--- src/commutation_pkg.sv ---
// Shared constants and types for the commutation and Hall decode block.
// Assumes a single 50 MHz clock domain and no software-reachable registers.
package commutation_pkg;

   // ----------------------------------------------------------------------
   // Widths
   // ----------------------------------------------------------------------
   localparam int POS_W        = 16;
   localparam int STATE_W      = 8;
   localparam int PHASE_W      = 8;
   localparam int MAX_STATES   = 16;
   localparam int IDX_W        = 4;
   localparam int HALL_W       = 3;

   // ----------------------------------------------------------------------
   // Reset values
   // ----------------------------------------------------------------------
   localparam logic [IDX_W-1:0]   STATE_NO_RST    = 4'h0;
   localparam logic [STATE_W-1:0] STATE_COUNT_RST = 8'h06;
   localparam logic [PHASE_W-1:0] PHASE_RST       = 8'h00;

   // ----------------------------------------------------------------------
   // Source of the commutation state
   // ----------------------------------------------------------------------
   typedef enum logic [1:0] {
      SRC_SENSORLESS_MATCH,
      SRC_SENSORLESS_LINK,
      SRC_HALL
   } state_source_e;

endpackage

--- src/motor_commutation_hall_decode.sv ---
// Commutation state machine with Hall-sensor decode and sensorless position input.
// Assumes all inputs are synchronous to clk; pattern table is loaded through a write port.
//
// Behaviour
// - Drive phase commutation outputs for brushless motors.
// - Sensorless state derived from quadrature position count.
// - Configurable state sequence and output patterns.
// - Offset writable anytime, shifts angles without stopping.
// - Hall levels plus direction bit form state.
// - Two or three sensor decoding selectable.
// - Hall state written into channel, outputs follow.
`timescale 1ns/1ps
module motor_commutation_hall_decode (
   // Clock and reset
   input  wire logic                                     clk,
   input  wire logic                                     arst_n,
   // Configuration
   input  wire commutation_pkg::state_source_e           state_source,
   input  wire logic [commutation_pkg::STATE_W-1:0]      state_count,
   input  wire logic [commutation_pkg::POS_W-1:0]        counts_per_state,
   input  wire logic signed [commutation_pkg::POS_W-1:0] angle_offset,
   input  wire logic                                     three_sensor_mode,
   input  wire logic                                     cpu_direction,
   // Pattern table load
   input  wire logic                                     pattern_we,
   input  wire logic [commutation_pkg::IDX_W-1:0]        pattern_addr,
   input  wire logic [commutation_pkg::PHASE_W-1:0]      pattern_data,
   // Force state
   input  wire logic                                     force_state,
   input  wire logic [commutation_pkg::IDX_W-1:0]        force_index,
   // Position and sensors
   input  wire logic [commutation_pkg::POS_W-1:0]        position_count,
   input  wire logic                                     position_update,
   input  wire logic [commutation_pkg::HALL_W-1:0]       hall_in,
   // Outputs
   output logic      [commutation_pkg::IDX_W-1:0]        state_no,
   output logic      [commutation_pkg::PHASE_W-1:0]      phase_out
);

   // ----------------------------------------------------------------------
   // Helpers
   // ----------------------------------------------------------------------
   // Wraps a candidate index into 0..count-1; a zero count is treated as one.
   function automatic logic [commutation_pkg::IDX_W-1:0] wrap_idx(
      input logic [commutation_pkg::STATE_W:0]   idx,
      input logic [commutation_pkg::STATE_W-1:0] cnt);
      logic [commutation_pkg::STATE_W:0] c;
      logic [commutation_pkg::STATE_W:0] r;
      c = (cnt == 8'h00) ? 9'h001 : {1'b0, cnt};
      r = idx % c;
      return r[commutation_pkg::IDX_W-1:0];
   endfunction

   logic [commutation_pkg::PHASE_W-1:0] pattern_mem [commutation_pkg::MAX_STATES];
   logic [commutation_pkg::IDX_W-1:0]   state_q;
   logic [commutation_pkg::IDX_W-1:0]   state_d;
   logic [commutation_pkg::PHASE_W-1:0] phase_q;
   logic [commutation_pkg::IDX_W-1:0]   hall_state;
   logic [commutation_pkg::IDX_W-1:0]   sensorless_state;

   // ----------------------------------------------------------------------
   // Pattern table
   // ----------------------------------------------------------------------
   always_ff @(posedge clk) begin
      if (pattern_we) begin
         pattern_mem[pattern_addr] <= pattern_data;
      end
   end

   // ----------------------------------------------------------------------
   // Sensorless position to state
   // ----------------------------------------------------------------------
   // The offset is added to every position sample, so a change shifts all
   // switching angles at the next update without halting the sequence.
   logic [commutation_pkg::POS_W-1:0]   shifted_pos;
   logic [commutation_pkg::POS_W-1:0]   cps;
   logic [commutation_pkg::POS_W-1:0]   sector;
   always_comb begin
      shifted_pos = position_count + angle_offset;
      cps         = (counts_per_state == 16'h0000) ? 16'h0001 : counts_per_state;
      sector      = shifted_pos / cps;
      sensorless_state = wrap_idx({1'b0, sector[commutation_pkg::STATE_W-1:0]}, state_count);
   end

   // ----------------------------------------------------------------------
   // Hall decode
   // ----------------------------------------------------------------------
   // Direction forms the top bit of the raw code; two-sensor mode ignores the third input.
   logic [commutation_pkg::STATE_W:0] hall_raw;
   always_comb begin
      if (three_sensor_mode) begin
         hall_raw = {5'h00, cpu_direction, hall_in};
      end else begin
         hall_raw = {6'h00, cpu_direction, hall_in[1:0]};
      end
      hall_state = wrap_idx(hall_raw, state_count);
   end

   // ----------------------------------------------------------------------
   // State register
   // ----------------------------------------------------------------------
   // A held index is wrapped as well, so a smaller state count cannot strand the
   // index outside the sequence until the next position update.
   always_comb begin
      state_d = wrap_idx({5'h00, state_q}, state_count);
      if (force_state) begin
         state_d = wrap_idx({5'h00, force_index}, state_count);
      end else begin
         unique case (state_source)
            commutation_pkg::SRC_HALL: begin
               state_d = hall_state;
            end
            commutation_pkg::SRC_SENSORLESS_MATCH,
            commutation_pkg::SRC_SENSORLESS_LINK: begin
               if (position_update) begin
                  state_d = sensorless_state;
               end
            end
            default: begin
               state_d = state_q;
            end
         endcase
      end
   end

   always_ff @(posedge clk or negedge arst_n) begin
      if (!arst_n) begin
         state_q <= commutation_pkg::STATE_NO_RST;
      end else begin
         state_q <= state_d;
      end
   end

   // ----------------------------------------------------------------------
   // Phase drive
   // ----------------------------------------------------------------------
   // The pattern is registered one cycle after the state so outputs stay glitch free.
   always_ff @(posedge clk or negedge arst_n) begin
      if (!arst_n) begin
         phase_q <= commutation_pkg::PHASE_RST;
      end else begin
         phase_q <= pattern_mem[state_q];
      end
   end

   assign state_no  = state_q;
   assign phase_out = phase_q;
endmodule // motor_commutation_hall_decode

--- config.mk ---
export PLATFORM = sky130hd
export DESIGN_NAME = motor_commutation_hall_decode
export DESIGN_NICKNAME = d
export VERILOG_FILES = /design/src/commutation_pkg.sv /design/src/motor_commutation_hall_decode.sv
export SDC_FILE = /design/constraint.sdc
export NUM_CORES = 1
export LEC_CHECK = 0
export BUFFER_PORTS_ARGS = -buffer_cell sky130_fd_sc_hd__buf_2
export CAP_MARGIN = 20
export CORE_ASPECT_RATIO = 1.5
export CORE_MARGIN = 1
export CORE_UTILIZATION = 63
export CTS_CLUSTER_DIAMETER = 80
export DETAILED_ROUTE_END_ITERATION = 8
export PLACE_DENSITY = 0.87
export SYNTH_ARGS = -nofsm -noshare
export SYNTH_HDL_FRONTEND = slang
export SYNTH_SLANG_ARGS = --single-unit
--- constraint.sdc ---
create_clock -name clk -period 9.4 [get_ports clk]
set_input_delay 1.88 -clock clk [delete_from_list [all_inputs] [get_ports clk]]
set_output_delay 1.88 -clock clk [all_outputs]
set_load 0.05 [all_outputs]
==> results of run 1 <==
-- cells in the mapped netlist, drive strengths merged (5+ instances only) --
cell	n
ha	196
nor2	153
edfxtp	128
nand2	127
a21oi	103
o21ai	95
inv	76
nor3	64
xnor2	53
o21a	51
a21o	47
nand3	41
mux4	40
mux2	36
xor2	34
clkbuf	31
or3	28
nor2b	24
nand2b	21
a31oi	20
nand4	19
mux2i	18
o211ai	15
o31ai	15
or2	15
a211oi	14
and2	14
and3	12
dfrtp	12
nor4	11
o21bai	11
o22ai	11
a21boi	10
a31o	8
nand3b	8
a211o	7
a2111oi	6
buf	6
o211a	6
o31a	5
or4	5
-- per-stage QoR --
| step | instance area (µm²) | std cells | hold WS, ps |
|---|---|---|---|
| global placement | 21200 | 2650 | 756 |
| floorplan | 16100 | 1671 | 747 |
| detailed placement | 21200 | 2650 | 770 |
-- cell families after synthesis --
family                   share of synthesized area (%)
AO/OA/AOI/OAI                                     21.1
XOR/XNOR                                          4.97
adder cells (fa/ha/maj)                           16.3
buffers and inverters                             2.86
flip-flops                                        27.0
multiplexers                                      9.79
other                                           0.0245
AND/OR/NAND/NOR                                   18.0
==> qor.csv, run 1 <==
metric;value;unit
status;stopped before the end;
Exit stage;4_1_cts;
stop err;[ERROR DPL-0038] Utilization greater than 100%, impossible to legalize;
area leader, netlist;edfxtp_1;
Row Count;69;
top-area cell type share of the netlist area;25.1;%
synthesized cell area;15300;µm²
Post-synth top flop;edfxtp_1;
Ports;96;
Area contributors post-synth;edfxtp_1, ha_1, mux4_2, nor2_1, a21oi_1;
GPL Wtd Cong;1.10;
post-synth net total;1953;
Synth cell types;88;
maximum clock path buffer count;2;
initial core utilization;64.3;%
H-tree depth;4;
dpl hpwl;53400;µm
clk root buf;clkbuf_16;
die height;193;µm
register area share after synthesis;27.0;%
EDFF count, synth;128;
Yosys reg bits;140;
Die W;129;µm
total clock sinks;140;
Post-Synthesis Cells;1671;
yosys warns;0;
Setup Buffers After CTS;139;
count of hold-fix buffers inserted at cts;0;
total CTS buffers;17;
IO buf count;95;
Post-CTS Resized;355;
syn avg cell area;9.18;µm²
DP Worst Slack;-21960;ps
FFs w/ async S/R, synth;8.57;%
==> run 2: changes to the inputs <==
--- a/config.mk
+++ b/config.mk
@@ -7,12 +7,10 @@
 export LEC_CHECK = 0
 export BUFFER_PORTS_ARGS = -buffer_cell sky130_fd_sc_hd__buf_2
 export CAP_MARGIN = 20
-export CORE_ASPECT_RATIO = 1.5
 export CORE_MARGIN = 1
-export CORE_UTILIZATION = 63
-export CTS_CLUSTER_DIAMETER = 80
+export CORE_UTILIZATION = 40
 export DETAILED_ROUTE_END_ITERATION = 8
-export PLACE_DENSITY = 0.87
+export PLACE_DENSITY_LB_ADDON = 0.15
 export SYNTH_ARGS = -nofsm -noshare
 export SYNTH_HDL_FRONTEND = slang
 export SYNTH_SLANG_ARGS = --single-unit
==> run 2 against run 1 <==
  * The flow now finishes, with violations (negative setup slack)
  * Synthesized area unchanged
  * Synthesized cell count unchanged
==> qor.csv, run 2 <==
metric;value;unit;change
status;finished with violations;;
failing checks;negative setup slack;;
Post-Synth XOR/XNOR Area;4.97;%;unchanged
First-pass DRT Iterations;6;;
Clock Latency Late Sink;410;ps;
initial antenna violation count;1;;
Final WS setup;-18980;ps;
routed wire length;55500;µm;
total die area;39100;µm²;
# fillers;3089;;
die height;198;µm;+2.4%
Final Skew;7.45;ps;
delay-heaviest family, CP;compound AO/OA/AOI/OAI gates;;
average wire per cell in the routed design;18.6;µm;
FFs w/ async S/R, synth;8.57;%;unchanged
Area contributors post-synth;edfxtp_1, ha_1, mux4_2, nor2_1, a21oi_1;;
first-pass GRT wire length;83300;µm;
number of global-route vias before repair;15918;;
Post-synth top flop;edfxtp_1;;
final critical-path share of the clock period;302;%;
total CTS buffers;17;;unchanged
most frequent CP cell;buf_4;;
Slew @ Worst Pin;1070;ps;
Multi-input gate area;12400;µm²;
r2r startpoint;state_no[3];;
register area share after synthesis;27.0;%;unchanged
clk root buf;clkbuf_16;;
total clock sinks;140;;unchanged
ant diodes;0;;
Layout Nets;2737;;
H-tree depth;4;;unchanged
critical path's slowest cell;or3_4;;
Via density;5.51;;
count of hold-fix buffers inserted at cts;0;;unchanged
register area;4150;µm²;
initial core utilization;40.7;%;-24 points
register name with the most flops;pattern_mem;;
CP max stage delay;420;ps;
PnR Total Power;4320;µW;
top-area cell type share of the netlist area;25.1;%;unchanged
most frequent cells in the layout;buf_4, ha_1, nor2_1;;
pin count of the biggest net entering global routing;36;;
GPL Wtd Cong;0.979;;-11%
commonest non-fill, non-tap cell in the layout;buf_4;;
Hold Crit Start;state_no[3];;
IO buf count;95;;unchanged
Post-Synthesis Cells;1671;;unchanged
hold slack;774;ps;
area leader, netlist;edfxtp_1;;
CP Launch Point;position_count[1];;
CTS tree;yes;;
WP data required;9700;ps;
fraction of layout instances using a drive strength above 1;47.7;%;
crit start category;input port;;
clock-pin slew on the worst setup and hold paths;50;ps;
Area growth, synth to finish;56.5;%;
crit path time final;28380;ps;
final hold viol count;0;;
Row Count;71;;+2.9%
leak pwr;0.0108;µW;
Max VDD drop;0.220;mV;
Crit path buffers/inverters;18;;
max-slew violations;0;;
Final setup viols;4;;
EDFF count, synth;128;;unchanged
mux contribution to synthesized area;9.79;%;unchanged
grt ovf;0;;
Adder-Cell Fraction of Synth Area;16.3;%;unchanged
DRT iter0 DRCs;1023;;
critical path class;in -> reg;;
core area;37700;µm²;
Slew HR;28.1;%;
post-route antenna net violation count;0;;
DRC errors left;0;;
total track usage;27.3;%;
dpl hpwl;43300;µm;-19%
Die W;198;µm;+53%
Yosys reg bits;140;;unchanged
Critical Path Fanout Max;7;;
Synth Area in Compound Gates;21.1;%;unchanged
Ports;96;;unchanged
syn avg cell area;9.18;µm²;unchanged
most frequent cell after synthesis;ha_1;;
Synth Area in Simple Gates;18.0;%;unchanged
Sum Neg Setup Slack;-75660;ps;
main combinational cell family by area after synthesis;compound AO/OA/AOI/OAI gates;;
R2R setup slack;1010;ps;
worst min path class;reg -> reg;;
Power Dens Cells;180;nW/µm²;
maximum clock path buffer count;2;;unchanged
unrepaired setup endpoints after global routing;yes;;
fmax;0.0352;GHz;
DR vias;16413;;
commonest cells in the netlist;ha_1, nor2_1, edfxtp_1;;
post-synth net total;1953;;unchanged
CP Capture Type;flop;;
max FFs per register;128;;
yosys warns;0;;unchanged
synthesized cell area;15300;µm²;unchanged
Critical Path AT;28680;ps;
Synth cell types;88;;unchanged
max_cap viols;0;;
## run 2: cell counts after synthesis
No cell type changed its count.
## run 2: power breakdown
group / total (µW) / leakage [µW] / switching [µW] / internal, µW
registers: 727 / 0.00130 / 13.4 / 714
clock network: 642 / 0.000279 / 239 / 403
logic: 2950 / 0.00924 / 1420 / 1530
total: 4320 / 0.0108 / 1670 / 2650
## run 2: repair_timing
item,4_1_cts,5_1_grt
hold endpoints to repair,0,0
cloned,0,0
pin swaps,66,149
setup buffers,37,51
gates resized for setup,74,157
endpoints found under the setup margin,4,4
## run 2: cell families after synthesis
kind of cell | after synthesis
AND/OR/NAND/NOR | 560
AO/OA/AOI/OAI | 478
adder cells (fa/ha/maj) | 198
flip-flops | 140
buffers and inverters | 113
multiplexers | 94
XOR/XNOR | 87
other | 1
## run 2: path summary, 6_finish.rpt
kind                                end  depth (start not counted)
max in group asynchronous   state_no[0]                          1
max reg2reg                 state_no[1]                         38
min in group asynchronous  phase_out[3]                          1
max                         state_no[1]                        144
min                         state_no[3]                          3
min reg2reg                 state_no[3]                          3
## run 2: area by class of cell
class	instances	area share (%)
Inverter	76	1.19
Sequential cell	140	17.3
Timing Repair Buffer	802	24.7
Clock inverter	11	0.501
Multi-Input combinational cell	1418	51.8
Clock buffer	21	1.92
Tap cell	511	2.66
## run 2: layer usage
| layer | up-vias | track usage [%] | routed length [µm] |
|---|---|---|---|
| met1 | 7870 | 36.5 | 24900 |
| met3 | 86 | 2.44 | 2390 |
| met4 | 2 | 7.24 | 1290 |
| met2 | 467 | 47.0 | 26900 |
| li1 | 7988 | - | - |
| met5 | - | 0 | 12 |
## run 2: worst register-to-register path: cells and delay by family (launching register included)
| family | cells | cell delay (ps) |
|---|---|---|
| AND/OR/NAND/NOR | 10 | 1440 |
| flip-flops | 1 | 320 |
| AO/OA/AOI/OAI | 19 | 4260 |
| buffers and inverters | 3 | 570 |
| adder cells (fa/ha/maj) | 4 | 1100 |
| multiplexers | 2 | 550 |
## run 2: per-stage QoR
stage / instance area [µm²] / util (%) / std cells / setup WS [ps]
global placement: 21600 / 57.3 / 2861 / -20000
finish: 24000 / 63.7 / 2979 / -18980
floorplan: 16100 / - / 1671 / -18080
global route: 24000 / 63.7 / 2979 / -20220
detailed placement: 21600 / 57.3 / 2861 / -20540
CTS: 22800 / 60.5 / 2930 / -18590
No activity file was read; power rests on OpenSTA's default activity.
